[src/hdl/tris_pkg.sv]
`default_nettype none
package tris_pkg;
  localparam int unsigned ADDR_W = 7;
  localparam int unsigned DATA_W = 8;

  localparam logic [ADDR_W-1:0] ADDR_VERSION = 7'h01;
  localparam logic [ADDR_W-1:0] ADDR_STATE   = 7'h02;
  localparam logic [ADDR_W-1:0] ADDR_FLAGS1  = 7'h03;
  localparam logic [ADDR_W-1:0] ADDR_FLAGS2  = 7'h04;
  localparam logic [ADDR_W-1:0] ADDR_EN1     = 7'h05;
  localparam logic [ADDR_W-1:0] ADDR_EN2     = 7'h06;

  localparam int unsigned BIT_FFERR  = 7;
  localparam int unsigned BIT_AFULL  = 6;
  localparam int unsigned BIT_AEMPTY = 5;
  localparam int unsigned BIT_EXT    = 3;
  localparam int unsigned BIT_PKSENT = 2;
  localparam int unsigned BIT_WUT    = 3;
  localparam int unsigned BIT_LBD    = 2;
  localparam int unsigned BIT_RDY    = 1;
  localparam int unsigned BIT_POR    = 0;
  localparam int unsigned VER_W      = 5;
  localparam int unsigned BIT_OVFL   = 7;
  localparam int unsigned BIT_UNFL   = 6;
  localparam int unsigned CPS_W      = 2;

  localparam logic [DATA_W-1:0] FLAGS1_MASK = 8'hEC;
  localparam logic [DATA_W-1:0] FLAGS2_MASK = 8'h0F;
  localparam logic [DATA_W-1:0] FLAGS_RST   = 8'h00;
  localparam logic [DATA_W-1:0] EN1_RST     = 8'h00;
  localparam logic [DATA_W-1:0] EN2_RST     = 8'h00;
  localparam logic [DATA_W-1:0] RDATA_RST   = 8'h00;
  // arbitrary value, not a real part revision
  localparam logic [VER_W-1:0]  VERSION_DEF = 5'h1A;

  function automatic logic reg_hit(input logic [ADDR_W-1:0] a,
                                   input logic [ADDR_W-1:0] t,
                                   input logic              stb);
    reg_hit = stb && (a == t);
  endfunction
endpackage
`default_nettype wire

[src/hdl/tris_irq_status.sv]
`timescale 1ns/1ps
`default_nettype none

// Summary of operation
// - version register holds read-only five-bit version in bits 4:0, upper bits zero.
// - fifo error flag bit 7 sets on overflow/underflow, clears on fifo reset or, while enabled, on a status one read.
// - almost-full flag bit 6 sets when fifo count exceeds almost-full threshold.
// - almost-full clears itself during transmission once count is at or below threshold.
// - almost-empty flag bit 5 sets when untransmitted count is at or below threshold.
// - almost-empty clears itself once count rises above the almost-empty threshold.
// - external-event flag bit 3 sets on a gpio interrupt event.
// - packet-sent flag bit 2 sets on a completed, unaborted transmission.
// - packet-sent clears on leaving fifo mode or new transmission start in fifo mode.
// - an enabled bit of status one rising drives the interrupt pin low.
// - reading status one clears its enabled bits, bar any set in the read cycle; the pin releases once no enabled bit of either status is set.
// - non-enabled bits of status one are plain status, never read-cleared or interrupting.
// - wake-up flag bit 3 of status two sets on wake-up timer expiry.
// - low-battery flag bit 2 sets on event, kept while masked, interrupts once enabled.
// - module-ready flag bit 1 of status two sets on module-ready event.
// - power-on flag bit 0 of status two sets on detected power-on reset.
// - an enabled bit of status two rising drives the interrupt pin low.
// - reading status two clears its enabled bits, bar any set in the read cycle; the pin releases once no enabled bit of either status is set.
// - non-enabled bits of status two are plain status, unchanged by reads.
// - enable one bits 7,6,5,3,2 enable the same status one positions.
// - enable two bits 3..0 enable the same status two positions.
module tris_irq_status #(
  parameter int unsigned                   CNT_W   = 7,
  parameter int unsigned                   THR_W   = 6,
  parameter logic [tris_pkg::VER_W-1:0]    VERSION = tris_pkg::VERSION_DEF
) (
  input  wire logic                        mclk,
  input  wire logic                        sys_rst,
  input  wire logic [tris_pkg::ADDR_W-1:0] reg_addr,
  input  wire logic                        reg_rd,
  input  wire logic                        reg_wr,
  input  wire logic [tris_pkg::DATA_W-1:0] reg_wdata,
  output var  logic [tris_pkg::DATA_W-1:0] reg_rdata,
  input  wire logic                        fifo_overflow,
  input  wire logic                        fifo_underflow,
  input  wire logic                        fifo_reset,
  input  wire logic                        fifo_ovfl_stat,
  input  wire logic                        fifo_unfl_stat,
  input  wire logic [CNT_W-1:0]            fifo_count,
  input  wire logic [THR_W-1:0]            afull_thr,
  input  wire logic [THR_W-1:0]            aempty_thr,
  input  wire logic                        tx_active,
  input  wire logic                        tx_start,
  input  wire logic                        fifo_mode,
  input  wire logic                        pkt_done,
  input  wire logic                        tx_abort,
  input  wire logic                        gpio_event,
  input  wire logic                        wut_expire,
  input  wire logic                        lbd_event,
  input  wire logic                        chip_ready_event,
  input  wire logic                        por_event,
  input  wire logic [tris_pkg::CPS_W-1:0]  power_state,
  output logic                             interrupt_pin_n
);
  import tris_pkg::*;

  logic [DATA_W-1:0] flags1_reg;
  logic [DATA_W-1:0] flags1_next;
  logic [DATA_W-1:0] flags2_reg;
  logic [DATA_W-1:0] flags2_next;
  logic [DATA_W-1:0] en1_reg;
  logic [DATA_W-1:0] en2_reg;
  logic [DATA_W-1:0] rdata_reg;
  logic [DATA_W-1:0] rdata_next;
  logic [DATA_W-1:0] set1;
  logic [DATA_W-1:0] clr1;
  logic [DATA_W-1:0] set2;
  logic [DATA_W-1:0] clr2;
  logic              afull_cond;
  logic              aempty_cond;
  logic              afull_cond_reg;
  logic              aempty_cond_reg;
  logic              fifo_mode_reg;
  logic              irq_reg;
  logic              pend;
  logic              rd_f1;
  logic              rd_f2;

  // thresholds widened to the count width; a 64-byte fifo needs one extra bit
  assign afull_cond  = fifo_count > {{(CNT_W-THR_W){1'b0}}, afull_thr};
  assign aempty_cond = fifo_count <= {{(CNT_W-THR_W){1'b0}}, aempty_thr};
  assign rd_f1       = reg_hit(reg_addr, ADDR_FLAGS1, reg_rd);
  assign rd_f2       = reg_hit(reg_addr, ADDR_FLAGS2, reg_rd);

  // conditions are edge-triggered so a read-clear does not re-fire at once
  always_ff @(posedge mclk or posedge sys_rst)
  begin
    if (sys_rst)
    begin
      afull_cond_reg  <= 1'b0;
      aempty_cond_reg <= 1'b0;
      fifo_mode_reg   <= 1'b0;
    end
    else
    begin
      afull_cond_reg  <= afull_cond;
      aempty_cond_reg <= aempty_cond;
      fifo_mode_reg   <= fifo_mode;
    end
  end

  always_comb
  begin
    set1 = 8'h00;
    clr1 = 8'h00;
    set1[BIT_FFERR]  = fifo_overflow | fifo_underflow;
    clr1[BIT_FFERR]  = fifo_reset;
    set1[BIT_AFULL]  = afull_cond & ~afull_cond_reg;
    clr1[BIT_AFULL]  = tx_active & ~afull_cond;
    set1[BIT_AEMPTY] = aempty_cond & ~aempty_cond_reg;
    clr1[BIT_AEMPTY] = ~aempty_cond;
    set1[BIT_EXT]    = gpio_event;
    set1[BIT_PKSENT] = pkt_done & ~tx_abort;
    clr1[BIT_PKSENT] = (fifo_mode_reg & ~fifo_mode) | (tx_start & fifo_mode);
    if (rd_f1)
    begin
      clr1 = clr1 | en1_reg;
    end
    // a set in the clearing cycle wins
    flags1_next = ((flags1_reg & ~clr1) | set1) & FLAGS1_MASK;
  end

  always_comb
  begin
    set2 = 8'h00;
    clr2 = 8'h00;
    set2[BIT_WUT] = wut_expire;
    set2[BIT_LBD] = lbd_event;
    set2[BIT_RDY] = chip_ready_event;
    set2[BIT_POR] = por_event;
    if (rd_f2)
    begin
      clr2 = en2_reg;
    end
    flags2_next = ((flags2_reg & ~clr2) | set2) & FLAGS2_MASK;
  end

  always_ff @(posedge mclk or posedge sys_rst)
  begin
    if (sys_rst)
    begin
      flags1_reg <= FLAGS_RST;
      flags2_reg <= FLAGS_RST;
    end
    else
    begin
      flags1_reg <= flags1_next;
      flags2_reg <= flags2_next;
    end
  end

  // reserved enable bits are not stored and read as zero
  always_ff @(posedge mclk or posedge sys_rst)
  begin
    if (sys_rst)
    begin
      en1_reg <= EN1_RST;
      en2_reg <= EN2_RST;
    end
    else
    begin
      if (reg_hit(reg_addr, ADDR_EN1, reg_wr))
      begin
        en1_reg <= reg_wdata & FLAGS1_MASK;
      end
      if (reg_hit(reg_addr, ADDR_EN2, reg_wr))
      begin
        en2_reg <= reg_wdata & FLAGS2_MASK;
      end
    end
  end

  always_comb
  begin
    rdata_next = 8'h00;
    unique case (reg_addr)
      ADDR_VERSION: rdata_next = {{(DATA_W-VER_W){1'b0}}, VERSION};
      ADDR_STATE:   rdata_next = {fifo_ovfl_stat, fifo_unfl_stat, 4'h0, power_state};
      ADDR_FLAGS1:  rdata_next = flags1_reg;
      ADDR_FLAGS2:  rdata_next = flags2_reg;
      ADDR_EN1:     rdata_next = en1_reg;
      ADDR_EN2:     rdata_next = en2_reg;
      default:      rdata_next = 8'h00;
    endcase
  end

  // read data holds until the next read
  always_ff @(posedge mclk or posedge sys_rst)
  begin
    if (sys_rst)
    begin
      rdata_reg <= RDATA_RST;
    end
    else if (reg_rd)
    begin
      rdata_reg <= rdata_next;
    end
  end

  assign reg_rdata = rdata_reg;

  // level on pending bits: a masked event interrupts once enabled
  assign pend = (|(flags1_reg & en1_reg)) | (|(flags2_reg & en2_reg));

  always_ff @(posedge mclk or posedge sys_rst)
  begin
    if (sys_rst)
    begin
      irq_reg <= 1'b0;
    end
    else
    begin
      irq_reg <= pend;
    end
  end

  assign interrupt_pin_n = ~irq_reg;

  property p_version;
    @(posedge mclk) disable iff (sys_rst)
    reg_rd && (reg_addr == ADDR_VERSION) |=> reg_rdata == {3'b000, VERSION};
  endproperty
  a_version: assert property (p_version) else $error("version read wrong");

  property p_fferr_hold;
    @(posedge mclk) disable iff (sys_rst)
    flags1_reg[BIT_FFERR] && !fifo_reset && !(rd_f1 && en1_reg[BIT_FFERR])
      |=> flags1_reg[BIT_FFERR];
  endproperty
  a_fferr_hold: assert property (p_fferr_hold) else $error("fifo error flag lost");

  property p_fferr_set;
    @(posedge mclk) disable iff (sys_rst)
    fifo_overflow || fifo_underflow |=> flags1_reg[BIT_FFERR];
  endproperty
  a_fferr_set: assert property (p_fferr_set) else $error("fifo error flag not set");

  property p_afull_set;
    @(posedge mclk) disable iff (sys_rst)
    afull_cond && !afull_cond_reg |=> flags1_reg[BIT_AFULL];
  endproperty
  a_afull_set: assert property (p_afull_set) else $error("almost full not set");

  property p_afull_clr;
    @(posedge mclk) disable iff (sys_rst)
    tx_active && !afull_cond |=> !flags1_reg[BIT_AFULL];
  endproperty
  a_afull_clr: assert property (p_afull_clr) else $error("almost full not cleared");

  property p_aempty_clr;
    @(posedge mclk) disable iff (sys_rst)
    !aempty_cond |=> !flags1_reg[BIT_AEMPTY];
  endproperty
  a_aempty_clr: assert property (p_aempty_clr) else $error("almost empty not cleared");

  property p_aempty_set;
    @(posedge mclk) disable iff (sys_rst)
    aempty_cond && !aempty_cond_reg |=> flags1_reg[BIT_AEMPTY];
  endproperty
  a_aempty_set: assert property (p_aempty_set) else $error("almost empty not set");

  property p_ext_set;
    @(posedge mclk) disable iff (sys_rst)
    gpio_event |=> flags1_reg[BIT_EXT];
  endproperty
  a_ext_set: assert property (p_ext_set) else $error("external flag not set");

  property p_pksent_set;
    @(posedge mclk) disable iff (sys_rst)
    pkt_done && !tx_abort |=> flags1_reg[BIT_PKSENT];
  endproperty
  a_pksent_set: assert property (p_pksent_set) else $error("packet sent not set");

  property p_pksent_clr;
    @(posedge mclk) disable iff (sys_rst)
    $fell(fifo_mode) && !(pkt_done && !tx_abort) |=> !flags1_reg[BIT_PKSENT];
  endproperty
  a_pksent_clr: assert property (p_pksent_clr) else $error("packet sent not cleared");

  property p_irq_low;
    @(posedge mclk) disable iff (sys_rst)
    $rose(|(flags1_reg & en1_reg)) |=> !interrupt_pin_n;
  endproperty
  a_irq_low: assert property (p_irq_low) else $error("pin not low on enabled event");

  property p_rd_clear1;
    @(posedge mclk) disable iff (sys_rst)
    rd_f1 && (set1 == 8'h00) |=> (flags1_reg & $past(en1_reg)) == 8'h00;
  endproperty
  a_rd_clear1: assert property (p_rd_clear1) else $error("enabled bits not read-cleared");

  // only checked when no event lands in the read cycle, since set wins
  property p_rd_clear2;
    @(posedge mclk) disable iff (sys_rst)
    rd_f2 && (set2 == 8'h00) |=> (flags2_reg & $past(en2_reg)) == 8'h00;
  endproperty
  a_rd_clear2: assert property (p_rd_clear2) else $error("status two not read-cleared");

  property p_wut_set;
    @(posedge mclk) disable iff (sys_rst)
    wut_expire |=> flags2_reg[BIT_WUT];
  endproperty
  a_wut_set: assert property (p_wut_set) else $error("wake-up flag not set");

  property p_lbd_kept;
    @(posedge mclk) disable iff (sys_rst)
    flags2_reg[BIT_LBD] && !en2_reg[BIT_LBD] ##1 en2_reg[BIT_LBD] |=> !interrupt_pin_n;
  endproperty
  a_lbd_kept: assert property (p_lbd_kept) else $error("masked low battery lost");

  property p_plain2;
    @(posedge mclk) disable iff (sys_rst)
    rd_f2 |=> ((flags2_reg ^ $past(flags2_reg)) & ~$past(en2_reg)) == 8'h00;
  endproperty
  a_plain2: assert property (p_plain2) else $error("plain status bit changed by read");

  property p_en1_write;
    @(posedge mclk) disable iff (sys_rst)
    reg_hit(reg_addr, ADDR_EN1, reg_wr) |=> en1_reg == ($past(reg_wdata) & FLAGS1_MASK);
  endproperty
  a_en1_write: assert property (p_en1_write) else $error("enable one not written");

  property p_release;
    @(posedge mclk) disable iff (sys_rst)
    !pend [*2] |-> interrupt_pin_n;
  endproperty
  a_release: assert property (p_release) else $error("pin low with nothing pending");

  property p_irq2_low;
    @(posedge mclk) disable iff (sys_rst)
    $rose(|(flags2_reg & en2_reg)) |=> !interrupt_pin_n;
  endproperty
  a_irq2_low: assert property (p_irq2_low) else $error("pin not low on status two event");

  c_service1: cover property (@(posedge mclk) disable iff (sys_rst)
    !interrupt_pin_n ##1 rd_f1 ##2 interrupt_pin_n);
  c_lbd_late: cover property (@(posedge mclk) disable iff (sys_rst)
    lbd_event && !en2_reg[BIT_LBD] ##[1:20] en2_reg[BIT_LBD]);
  c_both_pending: cover property (@(posedge mclk) disable iff (sys_rst)
    (|(flags1_reg & en1_reg)) && (|(flags2_reg & en2_reg)));
  c_set_on_clear: cover property (@(posedge mclk) disable iff (sys_rst)
    rd_f1 && set1[BIT_EXT] && en1_reg[BIT_EXT]);
endmodule
`default_nettype wire

[config.mk]
export PLATFORM = sky130hd
export DESIGN_NAME = tris_irq_status
export DESIGN_NICKNAME = d
export VERILOG_FILES = /design/src/hdl/tris_pkg.sv /design/src/hdl/tris_irq_status.sv
export SDC_FILE = /design/constraint.sdc
export NUM_CORES = 1
export LEC_CHECK = 0
export BUFFER_PORTS_ARGS = -buffer_cell sky130_fd_sc_hd__buf_2
export CAP_MARGIN = 20
export CORE_MARGIN = 1
export CORE_UTILIZATION = 49
export DETAILED_ROUTE_END_ITERATION = 10
export PLACE_DENSITY = 0.79
export SYNTH_ARGS = -nofsm -noshare
export SYNTH_HDL_FRONTEND = slang
export SYNTH_SLANG_ARGS = --single-unit
[constraint.sdc]
create_clock -name mclk -period 1.45 [get_ports mclk]
set_clock_uncertainty 0.15 [all_clocks]
set_input_delay 0.0725 -clock mclk [delete_from_list [all_inputs] [get_ports mclk]]
set_output_delay 0.0725 -clock mclk [all_outputs]
set_load 0.01 [all_outputs]
==> results of run 1 <==
critical path, cell delays in order, from the launching register on:
cell and delay [ns]:
dfrtp_1 0.44, mux2_2 0.28, a22oi_1 0.18, nor2_1 0.06, a22o_1 0.20
stage by stage:
stage	hold WS, ns	area, sq um	cells	util	setup WS, ns
after floorplan	-0.0461	1750	168	-	0.0113
after detailed placement	0.0150	2230	290	0.662	-0.247
after global placement	0.00644	2230	290	0.662	-0.199
final	0.0191	2610	322	0.775	0.0462
after global routing	0.0529	2610	322	0.775	0.0126
after CTS	0.00428	2590	323	0.770	0.0154
routing by layer:
| layer | up-vias | track usage | part of all wire |
|---|---|---|---|
| li1 | 827 | - | - |
| met1 | 783 | 0.301 | 0.42 |
| met2 | 70 | 0.427 | 0.49 |
| met3 | 18 | 0.0777 | 0.058 |
| met4 | 0 | 0.130 | 0.030 |
| met5 | - | 0 | 0 |
worst max path at each step:
stage                       start            end
global placement      reg_addr[5]     en2_reg[0]
global route               reg_rd  flags1_reg[6]
finish                 en2_reg[0]   reg_rdata[0]
floorplan             reg_addr[5]     en2_reg[0]
detailed placement    reg_addr[5]     en2_reg[0]
CTS                 fifo_count[6]  flags1_reg[6]
synth_stat cells (3+ instances only):
master / number
nor2_1: 4
o21ai_0: 5
nand3_1: 5
ha_1: 12
nand2_1: 14
a22o_1: 4
buf_2: 3
a21oi_1: 6
a21o_1: 8
nor2b_1: 4
a22oi_1: 5
o2bb2ai_1: 3
inv_1: 23
mux2_2: 13
dfrtp_1: 30
power by group through the flow:
stage                     logic, uW  registers [uW]  clock network, uW
after floorplan                 192             927                  0
after global placement          336             936                  0
after detailed placement        345             940                  0
after CTS                       399             923                905
after global routing            451             931                941
final                           409             925                889
what timing repair did:
action | CTS | global route
hold buffers | 25 | 0
resized for setup | 0 | 4
hold endpoints to repair | 52 | 0
endpoints found under the setup margin | 0 | 2
area by class of cell:
type	instances	area, sq um
tap	46	57.6
inverter	23	86.3
clock buffer	6	51.3
timing repair buffer	104	693
multi-input combinational	111	907
clock inverter	2	60.1
fill	258	757
sequential	30	751
cell families after synthesis:
logic type	synth area share
compound gates	0.200
simple gates	0.128
flops	0.433
buf+inv	0.0628
mux	0.0902
fa+ha+maj	0.0866
==> results by stage, run 1 <==
Synthesis:
- The synthesized area per cell is 10.3 sq um.
- The number of synthesis warnings is 0.
- The synthesized design contains 30 register bits.
- Synthesis produced a netlist whose cell count is 168.
- Of the synthesized area, sequential elements account for 0.433.
- The number of nets in the synthesized netlist is 235.
- dfrtp_1 takes more of the synthesized area than any other cell.
- The synthesized area is 1730 sq um.
- The area share of the leading cell type in the synthesized netlist is 0.433.
- The synthesized design contains 0 enable-type register cells.
- The most used flip-flop cell after synthesis is dfrtp_1.
- In the post-synthesis netlist, the biggest area contributors are dfrtp_1 43%, ha_1 8.7%, mux2_2 8.4%.
- Of all flip-flops after synthesis, the portion carrying an async set or reset was 1.00.
- The number of distinct library cell variants in the gate-level netlist after synthesis is 38.

Place:
- The final weighted congestion in routability-driven placement is 0.833.
- The placed wire-length estimate is 3.09 mm.
- The count of buffers added on input and output ports is 62.

Worst hold path:
- In this run the most critical hold path is launched from reg_addr[3].
- The sink of the worst hold path is reg_rdata[4].
- The path class of the tightest hold or removal check is primary input to register.
- Counting instances, the worst hold path has a depth of 5.

STA:
- The fraction of the cycle the final worst path needs is 0.968.
- After routing, the total negative slack on setup checks comes to 0 ns.
- The number of setup violations in the final report is 0.
- The number of hold-slack violations in the final timing report is 0.
- The count of pins over their slew limit was 0.
- For the pin with the worst max-slew slack, the measured transition is 0.376 ns.
- Setup repair after global routing left no endpoint under its margin.
- The max-slew headroom at the worst pin is 0.750.
- The timing-limited maximum frequency is 712 MHz.
- Counting I/O delays and the setup requirement, the final critical path takes 1.40 ns.

CTS:
- The clock root buffer is clkbuf_4.
- The TritonCTS clock tree is built.
- The CTS buffer count is 5.
- The number of buffers inserted to repair setup after CTS is 0.
- The clock net sink count is 30.
- The number of buffers between clock root and the deepest sink is 2.
- The insertion delay to the later sink of the worst-skew pair is 0.34 ns.
- The CTS clock-pin slew for the worst setup and hold paths is 0.10 ns.
- The clock tree synthesis step divided the H-tree into 2 levels.

Power:
- The internal portion of the total power is 1700 uW.
- In this run the power density over the cells is 853 nW/um^2.
- Summed over all nets, the switching power comes to 525 uW.
- The worst vdd rail ir drop is 655 uV.
- The switching share of power is 0.236.
- The share of total power dissipated in the clock network is 0.400.
- Of the total power, registers draw 0.416.
- Of the total power, combinational logic draws 0.184.
- In this run the static leakage power is 0.00133 uW.
- The completed layout was analyzed and its total power is 2220 uW.

Floorplan:
- For this design the top-level I/O count stands at 64.
- The core area is 3360 sq um.
- For this configuration, the core starts out at a cell density of 0.516.
- The die is 61.5 um wide.
- The vertical extent of the die is 61.5 um.
- The initialized floorplan defines 21 standard-cell rows.
- The die footprint is 3780 sq um.

GRT:
- The first-pass GRT wire length is 6.88 mm.
- The number of antenna violations at the first check in global routing came to 0.
- Entering global routing, the biggest net connects 31 pins.
- In the global route stage, overall resource usage came out at 0.257.
- The total overflow reported by the global router is 0.
- The number of global-route vias before repair is 1,625.

Drt:
- After detailed routing, the number of remaining DRC violations is 0.
- The final wirelength is 4.53 mm.
- The first detailed-routing pass took 4 iterations.
- The routed via count divided by cell count is 5.27.
- The starting DRC count in detailed routing is 63.
- The final routed wire length divided by cell count is 14.1 um.
- Summing over every cut layer, the via total after detailed routing is 1,698.
- In this run the remaining antenna-violating nets after routing total 0.

Setup path:
- The worst register-to-register path has a depth of 4.
- STA classifies the critical path endpoint as a register.
- The data arrival time of the critical path is 1.50 ns.
- The launching point of the worst reg2reg path is en2_reg[0].
- The worst path required time is 1.54 ns.
- In this run the worst path has a maximum fanout of 4.
- By startpoint and endpoint, the worst setup path is classified as register to register.
- The reg-to-reg critical path endpoint is reg_rdata[0].
- The slack of the worst reg-to-reg path is 0.05 ns.
- The worst setup path is launched from a register.

Layout:
- The flip-flop count of the largest register after layout is 8.
- In the final layout, the share of cells above drive strength 1 is 0.395.
- The net count reported at finish is 342.
- The repair_antennas step left the layout with diodes totalling 0.
- In the layout the commonest cells are 61 x buf_2, 30 x dfrtp_1, 24 x dlygate4sd3_1.
- The most common cell after layout, fill and taps aside is buf_2.
- The layout-stage area growth over the synthesis result is 50.3%.

Outcome:
- The flow ran to the end, and the final reports show no timing, DRC or antenna violations.

Run:
- The number of max-cap violations is 0.
Power figures use the tool's default switching activity.
==> inputs of run 2 (changes only) <==
--- a/config.mk
+++ b/config.mk
@@ -8,9 +8,10 @@
 export BUFFER_PORTS_ARGS = -buffer_cell sky130_fd_sc_hd__buf_2
 export CAP_MARGIN = 20
 export CORE_MARGIN = 1
-export CORE_UTILIZATION = 49
+export CORE_UTILIZATION = 51
+export CTS_BUF_LIST = sky130_fd_sc_hd__clkbuf_8
 export DETAILED_ROUTE_END_ITERATION = 10
-export PLACE_DENSITY = 0.79
+export PLACE_DENSITY = 0.82
 export SYNTH_ARGS = -nofsm -noshare
 export SYNTH_HDL_FRONTEND = slang
 export SYNTH_SLANG_ARGS = --single-unit
==> run 2 against run 1 <==
Against the previous run: global-route usage up 2.1 points; worst hold slack better by 0.026 ns; final cell count is 2.2% lower; core utilization rose by 3.3 points; register-to-register slack lost 0.03 ns; first-iteration DRC count grew 100%; cell area down 3.0%.
==> results by stage, run 2 (same netlist as run 1, synthesis figures left out) <==
Outcome:
- Run status: finished clean (unchanged).

STA:
- The slew of the pin with the lowest slew margin is 0.411 ns (was 0.376 ns).
- The time the worst path needs with I/O delays and setup is 1.43 ns (was 1.40 ns).
- The max-slew headroom at the worst pin is 0.726 (was 0.750).
- The fraction of the cycle the final worst path needs came to 0.988 (was 0.968).
- The number of setup violations in the final report was 0 (unchanged).
- The timing-limited maximum frequency is 698 MHz (was 712 MHz).
- The number of hold-slack violations in the final timing report is 0 (unchanged).
- The hold slack is 0.0449 ns (was 0.0191 ns).
- The count of pins over their slew limit was 0 (unchanged).

Setup path:
- The category of the worst setup path launch point is a register (unchanged).
- The worst path required time is 1.47 ns (was 1.54 ns).
- The slowest library cell on the worst path is dfrtp_1 (unchanged).
- The launching point of the worst reg2reg path is en2_reg[0] (unchanged).
- The end point of the critical path is reg_rdata[0] (unchanged).
- The critical path's largest stage delay is 0.41 ns (was 0.44 ns).
- The reg-to-reg critical path endpoint is reg_rdata[0] (unchanged).
- The slack of the worst reg-to-reg path is 0.02 ns (was 0.05 ns).
- The data arrival time of the critical path is 1.45 ns (was 1.50 ns).
- Ordered list of cells on the worst path: mux2_2 > a22oi_2 > nor2_1 > a22o_1 (was mux2_2 > a22oi_1 > nor2_1 > a22o_1).
- The cell class contributing the biggest share of worst-path delay is flip-flops (unchanged).
- The path type of the worst setup path is register to register (unchanged).
- The number of cell instances on the worst register-to-register path is 4 (unchanged).
- The critical path capture point type is a register (unchanged).
- The critical-path maximum fanout came to 4 (unchanged).
- The critical path startpoint is en2_reg[0] (unchanged).
- The number of gates on the worst path with buffers counted is 4 (unchanged).
- The buffer and inverter count on the worst path was 0 (unchanged).

Layout:
- The net count reported at finish is 338 (was 342).
- The design area was 2530 sq um (was 2610 sq um).
- Most used cells in the layout excluding fill and tap cells: 61 x buf_2, 30 x dfrtp_1, 22 x inv_1, 22 x dlygate4sd3_1, 16 x buf_4 (was 61 x buf_2, 30 x dfrtp_1, 24 x dlygate4sd3_1).
- The most common cell after layout, fill and taps aside was buf_2 (unchanged).
- The antenna cell count is 0 (unchanged).
- The number of non-filler instances in the completed layout is 315 (was 322).
- The share of post-route cells with drive strength above 1 came to 0.395 (about the same).
- The flip-flop count of the largest register after layout is 8 (unchanged).
- The layout-stage area growth over the synthesis result came to 45.8% (was 50.3%).
- The fill cell instance count of the final layout came to 188 (was 258).

Worst hold path:
- The hold path startpoint is fifo_ovfl_stat (was reg_addr[3]).
- The classification of the worst-slack hold path was primary input to register (unchanged).

Drt:
- The final routed wire length divided by cell count is 14.4 um (was 14.1 um).
- The final wirelength is 4.55 mm (was 4.53 mm).
- The starting DRC count in detailed routing came to 128 (was 63).
- The count of unresolved DRC violations after routing came to 0 (unchanged).
- The via count is 1,705 (was 1,698).
- The first-pass iteration count of the detailed router is 4 (unchanged).
- The remaining number of nets flagged by the antenna check after routing is 0 (unchanged).
- The routed via count divided by cell count is 5.41 (was 5.27).

Floorplan:
- The core area is 3130 sq um (was 3360 sq um).
- The die footprint is 3640 sq um (was 3780 sq um).
- The top-level port count was 64 (unchanged).
- The vertical extent of the die was 60.3 um (was 61.5 um).
- The width of the chip is 60.3 um (was 61.5 um).
- The number of cell rows is 20 (was 21).
- The starting density of the core was 0.554 (was 0.516).

GRT:
- The overall track demand over capacity in global routing is 0.278 (was 0.257).
- The number of global-route vias before repair is 1,630 (was 1,625).
- The first-pass GRT wire length is 7.22 mm (was 6.88 mm).
- The total overflow reported by the global router is 0 (unchanged).
- The number of antenna violations at the first check in global routing is 0 (unchanged).
- The pin count of the biggest net entering global routing is 31 (unchanged).

CTS:
- The number of H-tree branching levels is 2 (unchanged).
- The CTS clock-pin slew for the worst setup and hold paths is 0.06 ns (was 0.10 ns).
- The clock net sink count came to 30 (unchanged).
- The insertion delay to the later sink of the worst-skew pair was 0.28 ns (was 0.34 ns).
- The TritonCTS clock tree is built (unchanged).
- The CTS buffer count was 5 (unchanged).
- The number of buffers between clock root and the deepest sink was 2 (unchanged).
- The clock root buffer is clkbuf_8 (was clkbuf_4).

Place:
- The cell area after placement is 2200 sq um (was 2230 sq um).
- The number of placed cells counting well taps is 285 (was 290).
- The placed wire-length estimate was 3.00 mm (was 3.09 mm).
- The final weighted congestion in routability-driven placement is 0.862 (was 0.833).
- The number of buffers inserted by port buffering was 62 (unchanged).

Power:
- The total power of the final layout is 1950 uW (was 2220 uW).
- The cell area power density is 771 nW/um^2 (was 853 nW/um^2).
- The static leakage is 0.00129 uW (was 0.00133 uW).
- The worst vdd rail ir drop is 471 uV (was 655 uV).

Run:
- The number of max-cap violations is 0 (unchanged).
## run 2: cell count changes in the layout (fill, tap and decap cells not counted), moves of 2 or more
| cell | change |
|---|---|
| buf_4 | -2 |
| bufinv_16 | -2 |
| clkbuf_4 | -5 |
| clkbuf_8 | +4 |
| clkinv_2 | +2 |
| dlygate4sd3_1 | -2 |
## run 2: stage by stage
stage	setup WS [ns]	util	setup TNS [ns]
after global placement	-0.217	0.704	-1.88
after detailed placement	-0.231	0.704	-2.17
final	0.0172	0.808	0
after CTS	0.00262	0.803	0
after floorplan	0.0113	-	0
after global routing	-0.0145	0.808	-0.0145
## run 2: worst min path at each step
stage,cells past startpoint,endpoint,slack [ns]
4_1_cts,4,reg_rdata[7],0.03
6_report,4,reg_rdata[7],0.04
3_3_place_gp,3,en1_reg[7],0.008
3_5_place_dp,3,en1_reg[6],0.01
2_1_floorplan,0,fifo_mode_reg,-0.05
5_1_grt,4,reg_rdata[7],0.06
## run 2: where the power goes
part	internal (uW)	total (uW)	switching [uW]
Clock	321	614	293
Combinational	229	412	183
Sequential	885	925	39.7
## run 2: final cells by class
type	instances	area, sq um	share of cell area
clock buffers	5	68.8	0.0272
inverters	23	86.3	0.0341
flip-flops and latches	30	751	0.297
well taps	44	55.1	0.0218
multi-input cells	111	900	0.356
clock inverters	2	10.0	0.00396
repair buffers	100	658	0.260
## run 2: worst register-to-register path, cell delays in order, from the launching register on
cell and delay (ns):
dfrtp_1 0.41, mux2_2 0.31, a22oi_2 0.20, nor2_1 0.05, a22o_1 0.20
## run 2: timing repair
item / in CTS / in global routing
endpoints found under the hold margin: 51 / 0
buffers inserted: 0 / 1
setup endpoints to repair: 0 / 9
gates resized for setup: 0 / 4
hold buffers: 23 / 0
## run 2: metal layers
metal  routed length [um]  global-route usage
met5                    0                   0
met4                  108               0.123
met3                  283              0.0714
met2                 2370               0.498
met1                 1790               0.309
==> inputs of run 3 (changes only) <==
==> config.mk (replaced) <==
export PLATFORM = sky130hd
export DESIGN_NAME = tris_irq_status
export DESIGN_NICKNAME = d
export VERILOG_FILES = /design/src/hdl/tris_pkg.sv /design/src/hdl/tris_irq_status.sv
export SDC_FILE = /design/constraint.sdc
export NUM_CORES = 1
export LEC_CHECK = 0
export CAP_MARGIN = 20
export CORE_MARGIN = 1
export CORE_UTILIZATION = 60
export CTS_BUF_LIST = sky130_fd_sc_hd__clkbuf_8
export DETAILED_ROUTE_END_ITERATION = 10
export DONT_BUFFER_PORTS = 1
export PLACE_DENSITY = 0.76
export SYNTH_ARGS = -nofsm -noshare
export SYNTH_HDL_FRONTEND = slang
export SYNTH_SLANG_ARGS = --single-unit
==> run 3 against run 2 <==
Against the previous run: critical path depth down 1; sequential power about the same; cell area down 10%; non-clock buffer count down 60; the run now ends with hold timing, setup timing left; largest cell class unchanged; register-to-register slack worse by 0.04 ns.
==> results by stage, run 3 (same netlist as run 1, synthesis figures left out) <==
Floorplan:
- The vertical extent of the die is 55.8 um (was 60.3 um).
- The core area was 2760 sq um (was 3130 sq um).
- The starting density of the core came to 0.629 (was 0.554).
- The top-level port count is 64 (unchanged).
- The die footprint was 3110 sq um (was 3640 sq um).
- The number of cell rows is 19 (was 20).
- The width of the chip came to 55.8 um (was 60.3 um).

Power:
- The total power of the final layout is 2010 uW (was 1950 uW).
- The worst vdd rail ir drop is 804 uV (was 471 uV).
- The cell area power density was 890 nW/um^2 (was 771 nW/um^2).
- The static leakage came to 0.00106 uW (was 0.00129 uW).

Place:
- The final weighted congestion in routability-driven placement came to 0.839 (was 0.862).
- The number of buffers inserted by port buffering is 0 (was 62).
- The placed wire-length estimate is 2.74 mm (was 3.00 mm).
- The number of placed cells counting well taps is 202 (was 285).

CTS:
- The insertion delay to the later sink of the worst-skew pair is 0.28 ns (about the same).
- The CTS clock-pin slew for the worst setup and hold paths came to 0.06 ns (about the same).
- The CTS buffer count came to 5 (unchanged).
- The number of H-tree branching levels is 2 (unchanged).
- The TritonCTS clock tree is built (unchanged).
- The clock root buffer is clkbuf_8 (unchanged).
- The number of buffers between clock root and the deepest sink was 2 (unchanged).
- The clock net sink count is 30 (unchanged).

STA:
- The slew of the pin with the lowest slew margin is 0.479 ns (was 0.411 ns).
- The number of hold-slack violations in the final timing report is 5 (was 0).
- The final worst slack is -0.0193 ns (was 0.0172 ns).
- The count of pins over their slew limit was 0 (unchanged).
- The hold slack was -0.124 ns (was 0.0449 ns).
- The time the worst path needs with I/O delays and setup is 1.47 ns (was 1.43 ns).
- The fraction of the cycle the final worst path needs is 1.01 (was 0.988).
- The max-slew headroom at the worst pin is 0.680 (was 0.726).
- The setup TNS is -0.0193 ns (was 0 ns).
- The number of setup violations in the final report came to 1 (was 0).
- The timing-limited maximum frequency came to 681 MHz (was 698 MHz).

Setup path:
- The worst path required time is 1.46 ns (was 1.47 ns).
- The critical-path maximum fanout is 2 (was 4).
- The category of the worst setup path launch point is a register (unchanged).
- The data arrival time of the critical path is 1.48 ns (was 1.45 ns).
- The critical path capture point type is a register (unchanged).
- The path type of the worst setup path is register to register (unchanged).

Layout:
- The utilization of the core after routing was 0.821 (was 0.808).
- The number of non-filler instances in the completed layout was 243 (was 315).
- The layout-stage area growth over the synthesis result is 30.6% (was 45.8%).
- The net count reported at finish is 278 (was 338).
- The antenna cell count is 0 (unchanged).
- The most common cell after layout, fill and taps aside was dfrtp_1 (was buf_2).
- Most used cells in the layout excluding fill and tap cells: 30 x dfrtp_1, 29 x dlygate4sd3_1, 22 x inv_1 (was 61 x buf_2, 30 x dfrtp_1, 22 x inv_1, 22 x dlygate4sd3_1, 16 x buf_4).
- The flip-flop count of the largest register after layout is 8 (unchanged).
- The share of post-route cells with drive strength above 1 was 0.193 (was 0.395).

GRT:
- The first-pass GRT wire length is 6.74 mm (was 7.22 mm).
- The overall track demand over capacity in global routing came to 0.285 (was 0.278).
- The number of global-route vias before repair is 1,495 (was 1,630).
- The total overflow reported by the global router is 0 (unchanged).
- The number of antenna violations at the first check in global routing is 0 (unchanged).
- The pin count of the biggest net entering global routing is 31 (unchanged).

Drt:
- The final routed wire length divided by cell count is 17.5 um (was 14.4 um).
- The routed via count divided by cell count came to 6.08 (was 5.41).
- The first-pass iteration count of the detailed router is 4 (unchanged).
- The starting DRC count in detailed routing was 90 (was 128).
- The count of unresolved DRC violations after routing is 0 (unchanged).
- The remaining number of nets flagged by the antenna check after routing was 0 (unchanged).
- The final wirelength is 4.25 mm (was 4.55 mm).
- The via count is 1,478 (was 1,705).

Worst hold path:
- The classification of the worst-slack hold path is primary input to register (unchanged).

Run:
- The number of max-cap violations is 0 (unchanged).

Outcome:
- The final reports fail on hold timing, setup timing.
- Run status: complete, but fails checks (was finished clean).
## run 3: cell types whose count changed in the layout (fill, tap and decap cells not counted), sizes merged
cell / delta
buf: -67
clkbuf: +3
dlygate4sd3: +7
clkinv: -2
## run 3: path summary, 6_finish.rpt
kind | slack (ns) | to | startpoint | cells past startpoint
worst min-delay path | -0.12 | reg_rdata[6] | reg_addr[2] | 2
max in group asynchronous | 0.72 | flags1_reg[6] | sys_rst | 3
min in group asynchronous | 0.15 | fifo_mode_reg | sys_rst | 3
worst min register to register | 0.28 | flags1_reg[6] | afull_cond_reg | 1
worst max register to register | -0.02 | reg_rdata[4] | reg_rdata[4] | 3
worst max-delay path | -0.02 | reg_rdata[4] | reg_rdata[4] | 3
## run 3: per-layer routing
metal  vias to the layer above  part of all wire  global-route usage
met1                       700              0.39               0.342
met2                        80              0.50               0.480
met4                         0             0.013               0.118
met5                         -                 0                   0
met3                         8             0.092              0.0814
li1                        690                 -                   -
## run 3: report_power, final
part	total (uW)	internal [uW]	switching (uW)	leakage, uW
registers	928	885	42.5	0.000364
logic	313	176	136	0.000643
clock network	774	478	296	0.0000575
total	2010	1540	475	0.00106
## run 3: final cells by class
class | count | area (sq um)
fillers | 160 | 493
well taps | 31 | 38.8
clock buffers | 8 | 110
flip-flops and latches | 30 | 751
repair buffers | 40 | 378
inverters | 23 | 86.3
multi-input cells | 111 | 901
## run 3: critical path, stage by stage, from the launching register on
cell and delay, ns:
dfrtp_1 0.44, nand2_1 0.12, o31ai_2 0.07, dlygate4sd3_1 0.57
## run 3: what timing repair did
action / CTS / global route
setup endpoints to repair: 0 / 4
endpoints found under the hold margin: 58 / 4
buffers inserted: 0 / 3
gates resized for setup: 0 / 4
hold buffers: 29 / 1
## run 3: stage by stage
step,worst slack [ns],cell area (sq um)
final,-0.0193,2260
after global routing,-0.0376,2260
after CTS,0.0493,2220
after detailed placement,-0.102,1820
after global placement,-0.0745,1820
after floorplan,0.0113,1750
